[config.mk]
export PLATFORM = sky130hd
export DESIGN_NAME = module_sideband_control
export DESIGN_NICKNAME = d
export VERILOG_FILES = /design/src/verilog/mscb_pkg.sv /design/src/verilog/mscb_sync.sv /design/src/verilog/mscb_filter.sv /design/src/verilog/module_sideband_control.sv
export SDC_FILE = /design/constraint.sdc
export NUM_CORES = 1
export LEC_CHECK = 0
export BUFFER_PORTS_ARGS = -buffer_cell sky130_fd_sc_hd__buf_2
export CORE_AREA = 2 2 66 62
export CTS_CLUSTER_DIAMETER = 120
export DETAILED_ROUTE_END_ITERATION = 10
export DIE_AREA = 0 0 68 64
export GPL_TIMING_DRIVEN = 0
export PLACE_DENSITY = 0.81
export SYNTH_ARGS = -nofsm -noshare
export SYNTH_HDL_FRONTEND = slang
export SYNTH_SLANG_ARGS = --single-unit
[constraint.sdc]
create_clock -name sys_clk -period 3.6 [get_ports sys_clk]
set_input_delay 0.18 -clock sys_clk [delete_from_list [all_inputs] [get_ports sys_clk]]
set_output_delay 0.18 -clock sys_clk [all_outputs]
set_load 0.01 [all_outputs]
[src/verilog/mscb_pkg.sv]
// Package of the module sideband control block: constants, states, carriers.
// Assumes a single 200 MHz system clock and synchronous active-high reset.
package mscb_pkg;

  // Clock period in picoseconds
  localparam int CLK_PERIOD_PS = 5000;

  // Least reset pulse width on the module reset pin, in nanoseconds
  localparam int RESET_MIN_NS = 10000;
  localparam int RESET_MIN_CYC =
    (RESET_MIN_NS * 1000 + CLK_PERIOD_PS - 1) / CLK_PERIOD_PS;

  // Initialisation interval after reset release, in microseconds
  localparam int INIT_US = 2000;
  localparam int INIT_CYC = (INIT_US * 1000000) / CLK_PERIOD_PS;

  // Synchroniser depth
  localparam int SYNC_STAGES = 2;

  // Reset values of the sampled pins, pull-ups applied to select and reset, low power resets low
  localparam logic SELECT_N_RST = 1'h1;
  localparam logic RESET_N_RST = 1'h1;
  localparam logic LOW_POWER_RST = 1'h0;

  // Status bit positions reported to the management bus logic
  localparam int ST_INIT_PENDING = 0;
  localparam int ST_LOW_POWER = 1;
  localparam int ST_SELECTED = 2;
  localparam int ST_WIDTH = 3;

  typedef enum logic [2:0] {
    MSCB_INIT = 3'h1,
    MSCB_RUN = 3'h2,
    MSCB_HOLD = 3'h4
  } mscb_state_e;

  // Pins from the host, already raw
  typedef struct packed {
    logic selectN;
    logic resetN;
    logic lowPower;
  } mscb_pins_s;

  // Events from the core that call for host attention
  typedef struct packed {
    logic fault;
    logic critical;
  } mscb_event_s;

endpackage

[src/verilog/mscb_sync.sv]
// Two-flop synchroniser for a group of host pins.
// Assumes the pins are quasi-static relative to sys_clk.
`timescale 1ns/100ps
module mscb_sync #(
  parameter int WIDTH = 3,
  parameter logic [WIDTH-1:0] RST_VAL = '0
) (
  input wire logic sys_clk,
  input wire logic srst,
  input wire logic [WIDTH-1:0] din,
  output logic [WIDTH-1:0] dout
);
  import mscb_pkg::*;

  typedef struct packed {
    logic [WIDTH-1:0] meta;
    logic [WIDTH-1:0] stable;
  } mscb_sync_s;

  mscb_sync_s st;
  mscb_sync_s next_st;

  initial begin
    if (WIDTH < 1) $error("mscb_sync: WIDTH must be positive");
  end

  // First stage feeds only the second stage
  always_comb begin
    next_st.meta = din;
    next_st.stable = st.meta;
  end

  always_ff @(posedge sys_clk) begin
    if (srst) begin
      st <= {RST_VAL, RST_VAL};
    end else begin
      st <= next_st;
    end
  end

  assign dout = st.stable;
endmodule // mscb_sync

[src/verilog/mscb_filter.sv]
// Pulse-width qualifier: a low level counts only after MIN_CYC cycles.
// Assumes a synchronised input.
`timescale 1ns/100ps
module mscb_filter #(
  parameter int MIN_CYC = 2000
) (
  input wire logic sys_clk,
  input wire logic srst,
  input wire logic levelN,
  output logic qualified
);
  import mscb_pkg::*;

  localparam int CW = $clog2(MIN_CYC + 1);

  typedef struct packed {
    logic [CW-1:0] cnt;
    logic hit;
  } mscb_filt_s;

  mscb_filt_s st;
  mscb_filt_s next_st;

  initial begin
    if (MIN_CYC < 1) $error("mscb_filter: MIN_CYC must be at least 1");
  end

  always_comb begin
    next_st = st;
    if (levelN) begin
      next_st.cnt = '0;
      next_st.hit = 1'b0;
    end else if (st.cnt != CW'(MIN_CYC)) begin
      next_st.cnt = st.cnt + CW'(1);
    end else begin
      next_st.hit = 1'b1;
    end
  end

  always_ff @(posedge sys_clk) begin
    if (srst) begin
      st <= '0;
    end else begin
      st <= next_st;
    end
  end

  assign qualified = st.hit;
endmodule // mscb_filter

[src/verilog/module_sideband_control.sv]
// Sideband control of a pluggable module: select, reset, low power,
// presence and attention pins. Assumes host pins synchronous-capable,
// an external 2-wire engine that honours busEnable, and a host pull-up.
`timescale 1ns/100ps

module module_sideband_control #(
  parameter int RESET_MIN = mscb_pkg::RESET_MIN_CYC,
  parameter int INIT_TIME = mscb_pkg::INIT_CYC
) (
  input wire logic sys_clk,
  input wire logic srst,
  input wire mscb_pkg::mscb_pins_s hostPins,
  input wire logic selectDriven,
  input wire mscb_pkg::mscb_event_s coreEvent,
  input wire logic statusRead,
  output logic busEnable,
  output logic userReset,
  output logic lowPowerMode,
  output logic [mscb_pkg::ST_WIDTH-1:0] status,
  output logic presence_n_o,
  output logic presence_n_oe,
  output logic attention_n_o,
  output logic attention_n_oe
);
  import mscb_pkg::*;

  localparam int IW = $clog2(INIT_TIME + 1);

  typedef struct packed {
    mscb_state_e state;
    logic [IW-1:0] initCnt;
    logic pending;
    logic busEnable;
    logic userReset;
    logic lowPowerMode;
    logic [ST_WIDTH-1:0] status;
    logic presenceOe;
    logic attentionOe;
  } mscb_top_s;

  mscb_top_s st;
  mscb_top_s next_st;
  mscb_pins_s pinsIn;
  mscb_pins_s pinsSync;
  logic resetHit;

  initial begin
    if (RESET_MIN < 1) $error("RESET_MIN must be at least 1");
    if (INIT_TIME < 1) $error("INIT_TIME must be at least 1");
  end

  // Floating select is pulled high inside the module
  always_comb begin
    pinsIn = hostPins;
    if (!selectDriven) begin
      pinsIn.selectN = 1'b1;
    end
  end

  mscb_sync #(
    .WIDTH(3),
    .RST_VAL({SELECT_N_RST, RESET_N_RST, LOW_POWER_RST})
  ) u_sync (
    .sys_clk(sys_clk),
    .srst(srst),
    .din(pinsIn),
    .dout(pinsSync)
  );

  // Short glitches on the reset pin never start a reset
  mscb_filter #(
    .MIN_CYC(RESET_MIN)
  ) u_filter (
    .sys_clk(sys_clk),
    .srst(srst),
    .levelN(pinsSync.resetN),
    .qualified(resetHit)
  );

  always_comb begin
    next_st = st;
    next_st.presenceOe = 1'b1;
    next_st.lowPowerMode = pinsSync.lowPower;
    unique case (st.state)
      MSCB_HOLD: begin
        // Defaults held while reset pin stays low
        next_st.userReset = 1'b1;
        next_st.busEnable = 1'b0;
        next_st.status[ST_INIT_PENDING] = 1'b1;
        next_st.pending = 1'b0;
        next_st.initCnt = '0;
        if (pinsSync.resetN) begin
          next_st.state = MSCB_INIT;
        end
      end
      MSCB_INIT: begin
        next_st.userReset = 1'b0;
        next_st.status[ST_INIT_PENDING] = 1'b1;
        if (st.initCnt == IW'(INIT_TIME - 1)) begin
          next_st.state = MSCB_RUN;
          next_st.status[ST_INIT_PENDING] = 1'b0;
          next_st.pending = 1'b1;
        end else begin
          next_st.initCnt = st.initCnt + IW'(1);
        end
      end
      MSCB_RUN: begin
        next_st.userReset = 1'b0;
        // Event sets win over a same-cycle status read
        if (coreEvent.fault || coreEvent.critical) begin
          next_st.pending = 1'b1;
        end else if (statusRead && !pinsSync.selectN) begin
          next_st.pending = 1'b0;
        end
      end
      default: begin
        next_st.state = MSCB_HOLD;
      end
    endcase
    // Bus answers only while selected and not in reset
    next_st.busEnable = !pinsSync.selectN && st.state != MSCB_HOLD
      && !resetHit;
    next_st.status[ST_LOW_POWER] = pinsSync.lowPower;
    next_st.status[ST_SELECTED] = !pinsSync.selectN;
    // Open drain: enable pulls low, never drives high
    next_st.attentionOe = next_st.pending;
    if (resetHit) begin
      next_st.state = MSCB_HOLD;
      next_st.userReset = 1'b1;
      next_st.busEnable = 1'b0;
      next_st.attentionOe = 1'b0;
      next_st.pending = 1'b0;
      // Pending from the qualifying edge, so it never falls into a reset
      next_st.status[ST_INIT_PENDING] = 1'b1;
    end
  end

  // Power-up starts in the init interval so completion posts unprompted
  always_ff @(posedge sys_clk) begin
    if (srst) begin
      st <= '0;
      st.state <= MSCB_INIT;
      st.userReset <= 1'b1;
      st.status <= ST_WIDTH'(1);
    end else begin
      st <= next_st;
    end
  end

  assign busEnable = st.busEnable;
  assign userReset = st.userReset;
  assign lowPowerMode = st.lowPowerMode;
  assign status = st.status;
  assign presence_n_o = 1'b0;
  assign presence_n_oe = st.presenceOe;
  assign attention_n_o = 1'b0;
  assign attention_n_oe = st.attentionOe;
endmodule // module_sideband_control

# After elaboration in Yosys (flattened, before gate mapping)

Index checks and enable logic that the tools add are counted.

Output and inout port bits: 10
Flip-flop bits (word level): 48
Logic and storage cells: 61

Reduce and logical (&&, ||, !) cells: 15
$add $sub $neg: 2
Muxes and demuxes: 15
Equality and inequality tests: 12
Bitwise logic cells: 2

Operator list:

| operator              | count |
|---|---|
| $pmux 19 s2           | 1 |
| $add 19x1->19 const B | 1 |
| $eq 19x19->1 const B  | 1 |
| $mux 19               | 1 |
| $add 11x1->11 const B | 1 |
| $ne 11x11->1 const B  | 1 |
| $mux 3                | 3 |
| $pmux 3 s3            | 1 |
| $reduce_or 2->1       | 4 |
| $reduce_and 3->1      | 2 |
| $mux 1                | 5 |
| $ne 2x1->1 const B    | 2 |
| $ne 2x2->1 const B    | 2 |
| $pmux 1 s2            | 2 |
| $reduce_bool 2->1     | 2 |
| $eq 3x1->1 const B    | 1 |
| $eq 3x2->1 const B    | 1 |
| $eq 3x3->1 const B    | 1 |
| $logic_and 1x1->1     | 3 |
| $ne 3x1->1 const B    | 1 |
| $ne 3x2->1 const B    | 1 |
| $ne 3x3->1 const B    | 1 |
| $pmux 1 s3            | 1 |
| $logic_not 1->1       | 2 |
| 4 further kinds       | 5 |

# Depth between registers and ports, before layout

Gate-level depths: netlist (run 1).

Depth in word-level cells: 7
Depth in mapped cells: 6
Gate-level depth less buffers: 6

# Modules after synthesis

From an unflattened synthesis (run 1), not the netlist that was laid out.

Cells, all modules: 259
Area total of the unflattened synthesis: 2284.7 µm²

By module, submodules not included:

| module                  | area an instance (µm²) | times used | seq. area each (µm²) | cells an instance |
|---|---|---|---|---|
| module_sideband_control | 1544.0                 | 1          | 580.6                | 180 |
| mscb_filter             | 583.1                  | 1          | 240.2                | 67 |
| mscb_sync               | 157.7                  | 1          | 120.1                | 12 |

# Worst setup path before layout (run 1)

OpenSTA, ideal clock, no wires.

Path type: register to register
Start point: register st[9] in the netlist's numbering
End point: register st[16] in the netlist's numbering
Library setup time: 70 ps
Stages on the path, launching flop included: 7
Buffers on the path: 1
Arrival time: 1657 ps
Setup slack: 1872 ps
Cells stage by stage: dfxtp_1 -> ha_1 -> and4_1 -> and4_1 -> buf_4 -> or4_1 -> a21oi_1

Longest elaborated chain between the ends: 3
Elaborated cells on any way between the ends: 6

RTL lines:

| element                                                | RTL line                                                      | text |
|---|---|---|
| start, declared                                        | module_sideband_control.sv:41                                 | `mscb_top_s st;` |
| start signal, assigned                                 | module_sideband_control.sv:146                                | `st <= next_st;` |
| $add 19x1->19 / $eq 19x19->1 (equally long branches)   | module_sideband_control.sv:104, module_sideband_control.sv:99 |  |
| $mux 19 / $ne 2x2->1 (equally long branches)           | --                                                            |  |
| $pmux 19 s2 / $reduce_and 2->1 (equally long branches) | --                                                            |  |

Parallel ways exist; a longest one is shown, timed or not. The select of a mux whose other input is x is not followed.
A chain may end at the register's enable or synchronous reset.

# Worst setup path in the final report (run 1)

Start point: register st[9] in the netlist's numbering
End point: register st[26] in the netlist's numbering

Same word-level chain as after synthesis.

==> metrics.md, run 1 <==
| Metric | Value |
|---|---|
| Met3 track utilization from global routing | under 10% |
| Warning count from the yosys run | 0 |
| Aggregate routed wire length | around 4300 um |
| Count of standard-cell rows | 21 |
| Effective utilization at floorplan | 61.01% |
| Antenna Diode Count | 0 |
| Biggest area consumer among synthesized cells | sky130_fd_sc_hd__dfxtp_1 |
| Most area-consuming cells after synthesis | sky130_fd_sc_hd__dfxtp_1 43%, sky130_fd_sc_hd__a21oi_1 3.8%, sky130_fd_sc_hd__nand2_1 3.4%, sky130_fd_sc_hd__nor2_1 3.4%, sky130_fd_sc_hd__mux2i_1 3.2% |
| Leakage Power | between 0.0008 and 0.0009 uW |
| DRC errors left | 0 |
| Setup repair after global routing missed its margin | no |
| Ratio of final minimum period to clock period | 51.02% |
| Total Power | about 1000 uW |
| Type of origin of the critical path | register |
| Complex-gate fraction of the synthesized area | 12.61% |
| Number of H-tree levels | 2 |
| Adder-Cell Fraction of Synth Area | about 1.7% |
| Number of distinct library cells after synthesis | around 50 |
| Mapped Area | ~2200 sq um |
| Length of the first detailed-routing pass in iterations | 5 |
| Category of the most critical setup path | register to register |
| Total gr overflow | 0 |
| Max Root-Sink Buffers | 2 |
| Critical path data arrival time | 2.06 ns |
| Worst vdd rail ir drop | around 0.29 mV |
| Non-filler instance count after layout | 324 |
| Family with the most delay on the worst path | simple AND/OR/NAND/NOR gates |
| Initial antenna violation count | 0 |
| Util after Layout | just under 70% |
| Highest-utilization routing layer at the global route stage | met2 |
| Global-route wire length before repair | 7472 um |
| Predominant post-synthesis flop cell | sky130_fd_sc_hd__dfxtp_1 |
| Main combinational cell family by area after synthesis | simple AND/OR/NAND/NOR gates |
| Vert. Die Dim | between 60 and 70 um |
| Portion of synthesized cell area occupied by the leading cell type | 42.53% |
| Number of global-route vias before repair | about 1,700 |
| DR vias | roughly 1,900 |
| Clock Skew | about 0.011 ns |
| Clock Power Share | 37.8% |
| Worst endpoint required time | 3.83 ns |
| Pwr Density | ~420 nW/um^2 |
| Proportion of register bits with asynchronous set or reset after synthesis | 0% |
| Count of final hold-check violations | 0 |
| X dimension of the die | between 60 and 70 um |
| Nature of the critical path endpoint | register |
| Clock-pin slew on the worst setup and hold paths | roughly 0.090 ns |
| Critical path's largest stage delay | between 0.3 and 0.4 ns |
| Relative contribution of combinational cells to total power | under 10% |
| Internal power contribution | between 700 and 800 uW |
| Number of sinks handled by clock tree synthesis | 47 |
| Average wire per standard cell | around 13 um |
| Core footprint | roughly 3600 sq um |
| Number of buffers inserted during clock tree synthesis | 5 |
| Max Clock Freq | approximately 540 MHz |
| Most frequent cells after synthesis | 47 x sky130_fd_sc_hd__dfxtp_1, 20 x sky130_fd_sc_hd__nand2_1, 20 x sky130_fd_sc_hd__nor2_1 |
| Placed wire-length estimate | ~3100 um |
| Number of max-slew violations in the final report | 0 |
| Headroom to the max-slew limit | between 60% and 70% |
| Time the final worst path needs with I/O delays and setup | about 1.8 ns |
| Post-DRT Antenna Nets | 0 |
| Most common cell in the netlist | sky130_fd_sc_hd__dfxtp_1 |
| Resized cells post-CTS | 0 |
| Worst min path class | primary input to register |
| Post-Synth XOR/XNOR Area | about 3.2% |
| Net Sw Power | between 200 and 250 uW |
| Latest clock arrival within the worst-skew pair | 0.30 ns |
| Storage element area | around 940 sq um |
| Number of placed instances with taps included | between 300 and 400 |
| Layout overhead on the synthesized area | 11.60% |
| Reg power frac | approximately 54% |
| Final setup violation count | 0 |
| Met2 demand-to-capacity share in global routing | 35.44% |
| Max-cap viol count | 0 |
| Master of the slowest instance on the critical path | sky130_fd_sc_hd__dfxtp_1 |
| Outcome | complete, no violations |
| Clock tree from TritonCTS | yes |
| Maximum number of pins on one net before global-route repair | 17 |
| Share of the yosys chip area belonging to registers | between 40% and 50% |
| Crit path cell chain | ha_1 > and4_1 > and4_1 > buf_4 > nor4b_1 > mux2i_1 |
| Routability congestion estimate | around 0.86 |
| Fraction of final layout cells with drive strength greater than 1 | between 10% and 20% |
| Number of enable-type register cells in the synthesized netlist | 0 |
| Least-Margin Pin Slew | 0.5731 ns |
| Worst path most repeated cell | sky130_fd_sc_hd__and4_1 |
| I/O Pins | 19 |
| Worst-path fanout max | 9 |
| Clock Tree Root | sky130_fd_sc_hd__clkbuf_8 |
| Vias/cell | slightly below 6 |
| WP buf/inv | 1 |
| Die area | about 4400 sq um |
| Fill cell total of the finished layout | 310 |
| Hold-fix buffer count after cts | 0 |
| Post-synthesis mux area share | 3.167% |
| Post-synthesis cell count | ~250 |
| Total area of multi-input combinational cells | around 1100 sq um |
| FF+latch count, synth | between 40 and 50 |
| Sw Share | between 20% and 30% |
| Nets | between 200 and 300 |
| Total of buffers placed on input and output ports | 16 |
| Avg Inst Size Synth | approximately 9 sq um |
| Post-route worst hold slack | between 0.05 and 0.06 ns |
| Total global routing track utilization | 22.48% |
| 1st-iter DRT viols | ~160 |
| Post-CTS setup buffer count | 0 |
| Simple-gate portion of the synthesized area | just over 30% |
| GR met1 Demand/Resource | between 20 and 30% |
| Total negative setup slack | 0 ns |
[registers in the layout, indices dropped and copies added, names as in the netlist, named ones only]
| name | flops |
|---|---|
| u_sync.dout | 3 |
| busEnable | 1 |
| userReset | 1 |
| presence_n_oe | 1 |
| u_sync.next_st | 3 |
| status | 3 |
| u_filter.st | 11 |
| u_filter.qualified | 1 |
| st | 22 |
[power by group through the flow]
stage / Sequential (uW) / Clock, uW / Combinational [uW]
floorplan: 564 / 0 / 61.2
global placement: 564 / 0 / 85.2
detailed placement: 566 / 0 / 88.4
CTS: 553 / 401 / 89.1
global route: 557 / 424 / 99.5
finish: 553 / 391 / 89.2
[routing by layer]
layer / part of all wire (%) / vias up
met4: 1.4 / 0
met1: 46 / 877
met2: 47 / 50
met3: 5.5 / 6
li1: - / 949
met5: 0 / -
[path summary, 6_finish.rpt]
check,startpoint,to,slack (ns),cells past startpoint
worst max register to register,st[9]$_SDFFE_PP0P_,st[26]$_SDFFE_PP0P_,1.76,6
worst max-delay path,st[9]$_SDFFE_PP0P_,st[26]$_SDFFE_PP0P_,1.76,6
worst min register to register,u_sync.next_st[2]$_SDFF_PP1_,u_sync.dout[2]$_SDFF_PP1_,0.41,1
worst min-delay path,hostPins[1],u_sync.next_st[1]$_SDFF_PP1_,0.06,2
[stage by stage]
| step | setup WS [ns] | cell area [sq um] |
|---|---|---|
| 2_1_floorplan | 1.872 | 2216 |
| 3_3_place_gp | 1.804 | 2354 |
| 3_5_place_dp | 1.781 | 2354 |
| 4_1_cts | 1.751 | 2469 |
| 5_1_grt | 1.591 | 2469 |
| 6_report | 1.763 | 2469 |
[cell usage in the layout, fill, tap and decap left out, types with 2 or more instances in the layout]
cell                       count
sky130_fd_sc_hd__mux2i_1       7
sky130_fd_sc_hd__or3_1        11
sky130_fd_sc_hd__or4_1         4
sky130_fd_sc_hd__and4_1        7
sky130_fd_sc_hd__clkbuf_8      5
sky130_fd_sc_hd__clkbuf_1      6
sky130_fd_sc_hd__xor2_1        2
sky130_fd_sc_hd__o21ai_0      13
sky130_fd_sc_hd__conb_1        2
sky130_fd_sc_hd__nand2b_1      3
sky130_fd_sc_hd__buf_4         7
sky130_fd_sc_hd__ha_1          3
sky130_fd_sc_hd__o22ai_1       2
sky130_fd_sc_hd__nor3_1        5
sky130_fd_sc_hd__nand2_1      20
sky130_fd_sc_hd__nor2_1       20
sky130_fd_sc_hd__xnor2_1       6
sky130_fd_sc_hd__or2_2         6
sky130_fd_sc_hd__nand3_1      14
sky130_fd_sc_hd__o211ai_1      2
sky130_fd_sc_hd__nor3b_1       2
sky130_fd_sc_hd__o31ai_1       3
sky130_fd_sc_hd__nand4_1       6
sky130_fd_sc_hd__nor4b_1       2
sky130_fd_sc_hd__nand4b_1      2
sky130_fd_sc_hd__inv_1        11
sky130_fd_sc_hd__buf_2        16
sky130_fd_sc_hd__dfxtp_1      47
sky130_fd_sc_hd__nor2b_1       3
sky130_fd_sc_hd__a21oi_1      17
[layout make-up]
type | instances | area share (%)
multi-input combinational | 181 | 46.27
buffer | 15 | 3.700
clock buffer | 5 | 2.788
sequential | 47 | 38.11
inverter | 11 | 1.673
timing repair buffer | 16 | 3.244
tap | 46 | 2.331
clock inverter | 3 | 1.875
[logic make-up (layout without fill, tap and decap cells)]
logic type,after synthesis,count (layout)
xor gates and xnor gates,8,8
buffers and inverters,26,50
other,1,2
and+or+nand+nor,116,116
muxes,7,7
DFF,47,47
AOI/OAI and AO/OA,45,45
adders and majority gates,3,3
Note: power is estimated with default switching activity, not from simulation.
==> run 2: changes to the inputs <==
ABC_AREA = 1   (was default)
CORE_AREA = 2 2 74 69   (was 2 2 66 62)
DIE_AREA = 0 0 76 71   (was 0 0 68 64)
PLACE_DENSITY = 0.73   (was 0.81)
clock period = 1.6 ns   (was 3.6 ns; I/O delays follow)
==> run 2 against run 1 <==
Power grew to 3.4 times the previous value. Critical path depth up 4. Design area up 18%. Critical endpoint is now st[25]$_SDFFE_PP0P_. Largest power group is now combinational logic. Final cell count is 38% higher. Maximum frequency increased by 18%. Flip-flop and latch count did not move. Die area is 24% higher. Register-to-register slack got worse by 1.7 ns. Non-clock buffer count increased by 14. Count of clock-buffer cells in the layout is 1 higher.
==> metrics.md, run 2 <==
| Metric | Value |
|---|---|
| Outcome | complete, no violations |
| Adder-Cell Fraction of Synth Area | approximately 1.6% |
| Post-Synth XOR/XNOR Area | under 10% |
| Average wire per standard cell | around 12 um |
| Warning count from the yosys run | 0 |
| Mapped Area | ~2400 sq um |
| Avg Inst Size Synth | between 7 and 8 sq um |
| Clock tree from TritonCTS | yes |
| Max Root-Sink Buffers | 2 |
| Portion of synthesized cell area occupied by the leading cell type | around two fifths |
| Post-DRT Antenna Nets | 0 |
| Placed wire-length estimate | between 3000 and 4000 um |
| Least-Margin Pin Slew | between 0.6 and 0.7 ns |
| FF+latch count, synth | 47 |
| Critical path's largest stage delay | approximately 0.36 ns |
| Leakage Power | 0.001165 uW |
| 1st-iter DRT viols | about 150 |
| Die area | between 5000 and 6000 sq um |
| Maximum number of pins on one net before global-route repair | 15 |
| Worst R2R Start | st[9]$_SDFFE_PP0P_ |
| Number of max-slew violations in the final report | 0 |
| Type of origin of the critical path | register |
| Core footprint | 4654 sq um |
| DR vias | 2,277 |
| Total negative setup slack | 0 ns |
| Flip-flop count of the largest register, all copies and words added | 22 |
| Headroom to the max-slew limit | slightly below 60% |
| Antenna Diode Count | 0 |
| X dimension of the die | ~76 um |
| Hold Crit Start | coreEvent[0] |
| Total gr overflow | 0 |
| Most frequent cells after synthesis | 72 x sky130_fd_sc_hd__nand2_1, 47 x sky130_fd_sc_hd__dfxtp_1, 46 x sky130_fd_sc_hd__nor2_1 |
| Routability congestion estimate | roughly 0.92 |
| Setup repair after global routing missed its margin | yes |
| Most common cell in the netlist | sky130_fd_sc_hd__nand2_1 |
| Biggest area consumer among synthesized cells | sky130_fd_sc_hd__dfxtp_1 |
| Count of standard-cell rows | 24 |
| Worst endpoint required time | approximately 1.8 ns |
| Most area-consuming cells after synthesis | sky130_fd_sc_hd__dfxtp_1 40%, sky130_fd_sc_hd__nand2_1 11%, sky130_fd_sc_hd__nor2_1 7.3%, sky130_fd_sc_hd__inv_1 6.5%, sky130_fd_sc_hd__nand3_1 4.8% |
| Crit path cell chain | ha_4 > nand2_4 > inv_2 > nand2_4 > nor2_4 > nand3_4 > a21oi_4 > buf_6 > nand2_2 > a21oi_2 |
| Post-synthesis cell count | between 300 and 400 |
| Length of the first detailed-routing pass in iterations | 4 |
| Worst min path class | primary input to register |
| Nets | between 300 and 400 |
| Largest Register | st |
| Global-route wire length before repair | between 9000 and 10,000 um |
| Number of enable-type register cells in the synthesized netlist | 0 |
| Number of global-route vias before repair | 2,019 |
| Initial antenna violation count | 0 |
| Main combinational cell family by area after synthesis | simple AND/OR/NAND/NOR gates |
| Worst vdd rail ir drop | between 0.6 and 0.7 mV |
| Worst path most repeated cell | sky130_fd_sc_hd__nand2_4 |
| Fill cell total of the finished layout | 405 |
| Layout overhead on the synthesized area | 22.39% |
| Latest clock arrival within the worst-skew pair | between 0.3 and 0.4 ns |
| Total of buffers placed on input and output ports | 15 |
| Number of H-tree levels | 2 |
| Total Power | 3493 uW |
| Nature of the critical path endpoint | register |
| Post-synthesis mux area share | 0% |
| Predominant post-synthesis flop cell | sky130_fd_sc_hd__dfxtp_1 |
| Number of buffers inserted during clock tree synthesis | 5 |
| Util after Layout | 62.61% |
| Count of final hold-check violations | 0 |
| Share of the yosys chip area belonging to registers | between 30% and 40% |
| Registers with the most flip-flops | st (22), u_filter.st (11) |
| Effective utilization at floorplan | a little over 50% |
| Category of the most critical setup path | register to register |
| Vias/cell | between 5 and 6 |
| Max Clock Freq | approximately 640 MHz |
| Ratio of final minimum period to clock period | a little over nine tenths |
| Final setup violation count | 0 |
| Number of sinks handled by clock tree synthesis | 47 |
| Simple-gate portion of the synthesized area | around 34% |
| Post-route worst hold slack | ~0.085 ns |
| Clock Skew | about 0.011 ns |
| Most common cell after layout, fill and taps aside | sky130_fd_sc_hd__nand2_1 |
| Worst-path fanout max | 5 |
| Max-cap viol count | 0 |
| I/O Pins | 19 |
| Startpoint of the most critical setup path | st[9]$_SDFFE_PP0P_ |
| Complex-gate fraction of the synthesized area | 12.98% |
| Highest-count cells in the layout ignoring fill and taps | 64 x sky130_fd_sc_hd__nand2_1, 41 x sky130_fd_sc_hd__nor2_1, 40 x sky130_fd_sc_hd__inv_1, 37 x sky130_fd_sc_hd__dfxtp_1, 23 x sky130_fd_sc_hd__nand3_1 |
| Master of the slowest instance on the critical path | sky130_fd_sc_hd__dfxtp_4 |
| Total global routing track utilization | a little over a fifth |
| DRC errors left | 0 |
| Time the final worst path needs with I/O delays and setup | 1.551 ns |
| Number of distinct library cells after synthesis | 38 |
| Proportion of register bits with asynchronous set or reset after synthesis | 0% |
| Critical path data arrival time | 1.78 ns |
| Clock Tree Root | sky130_fd_sc_hd__clkbuf_8 |
| Vert. Die Dim | 71 um |
| Aggregate routed wire length | between 5000 and 6000 um |
| Clock-pin slew on the worst setup and hold paths | around 0.090 ns |
| Pwr Density | 1199 nW/um^2 |
| Fraction of final layout cells with drive strength greater than 1 | around 27% |
[run 2: cell count changes in the layout (fill, tap and decap cells not counted), sizes merged, moves of 7 or more]
cell / change
nor2: +30
a21oi: +12
inv: +33
and4: -7
or3: -11
mux2i: -7
nand2: +57
buf: +15
nand3: +11
[run 2: cells by family (layout without fill, tap and decap cells)]
family	after synthesis	in the layout
XOR/XNOR	3	3
adder cells (fa/ha/maj)	3	3
AND/OR/NAND/NOR	180	180
flip-flops	47	47
other	1	2
AO/OA/AOI/OAI	50	50
buffers and inverters	56	98
[run 2: what timing repair did]
action | 4_1_cts | 5_1_grt
hold buffers | 4 | 0
setup endpoints to repair | 21 | 22
setup buffers | 7 | 6
cloned | 1 | 1
endpoints found under the hold margin | 3 | 0
pin swaps | 7 | 13
gates resized for setup | 13 | 33
[run 2: stage by stage]
step	cells	setup slack, ns	instance area [sq um]
2_1_floorplan	341	0.007744	2385
3_3_place_gp	421	-0.2188	2541
3_5_place_dp	421	-0.2250	2541
4_1_cts	441	0.004487	2769
5_1_grt	448	-0.04133	2914
6_report	448	0.04858	2914
[run 2: cell type report]
class | instances | area (sq um) | area share, %
clock buffer | 6 | 72.57 | 2.490
multi-input combinational | 238 | 1305 | 44.78
tap | 65 | 81.33 | 2.791
buffer | 11 | 76.32 | 2.619
sequential | 47 | 958.4 | 32.89
inverter | 45 | 168.9 | 5.796
timing repair buffer | 34 | 239.0 | 8.201
clock inverter | 2 | 12.51 | 0.4294
[run 2: layer usage]
metal / vias up / track usage (%) / routed length [um]
li1: 1169 / - / -
met1: 1055 / 28.39 / 2613
met2: 44 / 34.52 / 2567
met3: 9 / 3.954 / 225
met4: 0 / 10.51 / 97
met5: - / 0 / 0
[run 2: final timing paths]
check / end / slack [ns] / cells past startpoint
worst min-delay path: register / 0.08 / 3
worst max register to register: st[25]$_SDFFE_PP0P_ / 0.05 / 10
worst min register to register: u_sync.dout[0]$_SDFF_PP0_ / 0.41 / 2
worst max-delay path: st[25]$_SDFFE_PP0P_ / 0.05 / 10
[run 2: power breakdown]
group	switching [uW]	leakage, uW	internal, uW	total, uW
Clock	405	0.0000412	306	711
Sequential	61.6	0.000387	1270	1330
Combinational	859	0.000737	590	1450
Total	1320	0.00117	2170	3490
[run 2: worst max-delay path, delay by kind of cell, from the launching register on]
kind,cells,cell delay (ns)
compound gates,2,0.36
simple gates,5,0.37
buf+inv,2,0.23
fa+ha+maj,1,0.15
flops,1,0.36
==> run 3: changes to the inputs <==
--- a/config.mk
+++ b/config.mk
@@ -13,5 +13,5 @@
 export DIE_AREA = 0 0 76 71
 export GPL_TIMING_DRIVEN = 0
-export PLACE_DENSITY = 0.73
+export PLACE_DENSITY = 0.76
 export SYNTH_ARGS = -nofsm -noshare
 export SYNTH_HDL_FRONTEND = slang
==> constraint.sdc (replaced) <==
create_clock -name sys_clk -period 1.6 [get_ports sys_clk]
set_input_delay 0.32 -clock sys_clk [delete_from_list [all_inputs] [get_ports sys_clk]]
set_output_delay 0.32 -clock sys_clk [all_outputs]
set_load 0.01 [all_outputs]
==> run 3 against run 2 <==
The run now ends with setup timing left. Count of clock-buffer cells in the layout shrank 1. First-iteration DRC count decreased by 13%. Combinational power decreased by 9.7%. Via count decreased by 2.1%. Hold slack improved by 0.099 ns. Power shrank 2.6%. Register-to-register slack lost 0.07 ns. Design area shrank 2.5%. Clock power rose by 6.3%. Wire length shrank 5.4%. Final cell count fell by 1.1%. Sequential share of layout area increased by 0.66 points. Critical path type unchanged. Critical endpoint is now st[19]$_SDFFE_PP0P_. Largest cell class unchanged. Largest power group is now registers. Highest routed layer unchanged.
==> metrics.md, run 3 (synthesis gave the netlist of run 2 again) <==
| Metric | Value |
|---|---|
| Length of the first detailed-routing pass in iterations | 4 |
| Die area | approximately 5400 sq um |
| Registers with the most flip-flops | st (22), u_filter.st (11) |
| Register-to-register path setup slack | -0.03 ns |
| Nets | 389 |
| Most common cell after layout, fill and taps aside | sky130_fd_sc_hd__nand2_1 |
| Instance count along the most critical hold path | 2 |
| Number of max-slew violations in the final report | 0 |
| DR vias | ~2,200 |
| Total negative setup slack | -0.07981 ns |
| Violated checks | setup timing |
| Time the final worst path needs with I/O delays and setup | about 1.6 ns |
| Post-DRT Antenna Nets | 0 |
| Category of the most critical setup path | register to register |
| Global-route wire length before repair | 8818 um |
| Headroom to the max-slew limit | 57.84% |
| Aggregate routed wire length | ~5200 um |
| Worst-path fanout max | 5 |
| Total Power | about 3400 uW |
| Latest clock arrival within the worst-skew pair | between 0.3 and 0.4 ns |
| Fraction of final layout cells with drive strength greater than 1 | 26.98% |
| Total global routing track utilization | 19.95% |
| Number of buffers inserted during clock tree synthesis | 5 |
| Endpoint of the most critical register-to-register path | st[19]$_SDFFE_PP0P_ |
| Worst min path class | primary input to register |
| Clock Tree Root | sky130_fd_sc_hd__clkbuf_8 |
| Number of sinks handled by clock tree synthesis | 47 |
| Vert. Die Dim | a little over 70 um |
| Worst-case reg-to-reg path depth | 10 |
| Least-Margin Pin Slew | approximately 0.63 ns |
| Leakage Power | about 0.0011 uW |
| Max Root-Sink Buffers | 2 |
| Number of global-route vias before repair | about 2,000 |
| Clock Skew | between 0.01 and 0.015 ns |
| Capturing instance or port of the critical path | st[19]$_SDFFE_PP0P_ |
| Highest-count cells in the layout ignoring fill and taps | 61 x sky130_fd_sc_hd__nand2_1, 42 x sky130_fd_sc_hd__nor2_1, 41 x sky130_fd_sc_hd__dfxtp_1, 40 x sky130_fd_sc_hd__inv_1, 23 x sky130_fd_sc_hd__nand3_1 |
| Total of buffers placed on input and output ports | 15 |
| Worst R2R Start | st[10]$_SDFFE_PP0P_ |
| Core footprint | around 4700 sq um |
| Pwr Density | ~1200 nW/um^2 |
| Clock tree from TritonCTS | yes |
| 1st-iter DRT viols | 130 |
| Count of final hold-check violations | 0 |
| Type of origin of the critical path | register |
| Antenna Diode Count | 0 |
| Worst vdd rail ir drop | between 0.4 and 0.5 mV |
| Total gr overflow | 0 |
| Count of standard-cell rows | 24 |
| Final setup violation count | 5 |
| Ratio of final minimum period to clock period | 101.6% |
| Outcome | finished with violations |
| Average wire per standard cell | 11.76 um |
| Hold-fix buffer count after cts | 0 |
| Fill cell total of the finished layout | roughly 420 |
| Layout overhead on the synthesized area | 19.34% |
| Flip-flop count of the largest register, all copies and words added | 22 |
| Vias/cell | a little over 5 |
| Nature of the critical path endpoint | register |
| DRC errors left | 0 |
| Final setup slack of the worst path | -0.02507 ns |
| Max Clock Freq | about 620 MHz |
| Critical path data arrival time | between 1.5 and 2 ns |
| Maximum number of pins on one net before global-route repair | 17 |
| Storage element area | 953.4 sq um |
| Number of H-tree levels | 2 |
| Placed wire-length estimate | approximately 3700 um |
| Max-cap viol count | 0 |
| Largest Register | st |
| Worst endpoint required time | approximately 1.8 ns |
| Setup repair after global routing missed its margin | yes |
| Startpoint of the most critical setup path | st[10]$_SDFFE_PP0P_ |
| Routability congestion estimate | between 0.8 and 0.9 |
| Initial antenna violation count | 0 |
| Clock-pin slew on the worst setup and hold paths | about 0.090 ns |
| X dimension of the die | 76 um |
| I/O Pins | 19 |
| Total area of multi-input combinational cells | 1282 sq um |
| Effective utilization at floorplan | 51.16% |
-- run 3: layer usage --
metal | GRT usage, % | vias up | share of wire, %
met5 | 0 | - | 0
met4 | 6.667 | 0 | 1.1
met3 | 4.337 | 7 | 5.1
met2 | 33.43 | 65 | 46
met1 | 25.88 | 996 | 48
li1 | - | 1161 | -
-- run 3: layout make-up --
type / count / area share (%)
clock inverters: 3 / 0.7926
plain buffers: 11 / 2.686
repair buffers: 29 / 6.605
clock buffers: 5 / 2.422
well taps: 65 / 2.862
inverters: 45 / 5.945
multi-input cells: 238 / 45.13
flip-flops and latches: 47 / 33.55
-- run 3: worst min path at each step --
stage,from,endpoint,slack [ns]
final,hostPins[1],u_sync.next_st[1]$_SDFF_PP1_,0.18
after global routing,hostPins[1],u_sync.next_st[1]$_SDFF_PP1_,0.18
after CTS,hostPins[1],u_sync.next_st[1]$_SDFF_PP1_,0.18
after detailed placement,u_sync.next_st[0]$_SDFF_PP0_,u_sync.dout[0]$_SDFF_PP0_,0.41
after global placement,u_sync.dout[0]$_SDFF_PP0_,status[1]$_SDFF_PP0_,0.39
after floorplan,u_sync.dout[0]$_SDFF_PP0_,status[1]$_SDFF_PP0_,0.39
-- run 3: through the flow --
stage / hold WS (ns) / instance area (sq um) / worst slack (ns) / std cells / util, %
after floorplan: 0.3883 / 2385 / 0.007744 / 341 / -
after global placement: 0.3919 / 2541 / -0.2057 / 421 / 54.60
after detailed placement: 0.4058 / 2541 / -0.2371 / 421 / 54.60
after CTS: 0.1812 / 2716 / 0.004077 / 436 / 58.36
after global routing: 0.1785 / 2841 / -0.07997 / 443 / 61.05
final: 0.1838 / 2841 / -0.02507 / 443 / 61.05
-- run 3: repair_timing --
item,CTS,global route
setup buffers,6,7
gates cloned,1,0
setup endpoints to repair,22,23
resized for setup,10,27
pin swaps,3,7
-- run 3: where the power goes --
| group | total, uW | switching, uW | internal (uW) | leakage (uW) |
|---|---|---|---|---|
| clock | 756 | 439 | 317 | 0.0000489 |
| combinational | 1310 | 791 | 523 | 0.000703 |
| sequential | 1330 | 58.8 | 1270 | 0.000385 |
| total | 3400 | 1290 | 2110 | 0.00114 |
-- run 3: worst max-delay path, stage by stage, from the launching register on --
cell	delay, ns
sky130_fd_sc_hd__dfxtp_4	0.37
sky130_fd_sc_hd__ha_4	0.16
sky130_fd_sc_hd__nand2_4	0.07
sky130_fd_sc_hd__inv_2	0.07
sky130_fd_sc_hd__nand2_4	0.05
sky130_fd_sc_hd__nor2_4	0.13
sky130_fd_sc_hd__nand3_4	0.11
sky130_fd_sc_hd__a21oi_4	0.25
sky130_fd_sc_hd__buf_6	0.17
sky130_fd_sc_hd__nand2_2	0.05
sky130_fd_sc_hd__a21oi_2	0.12
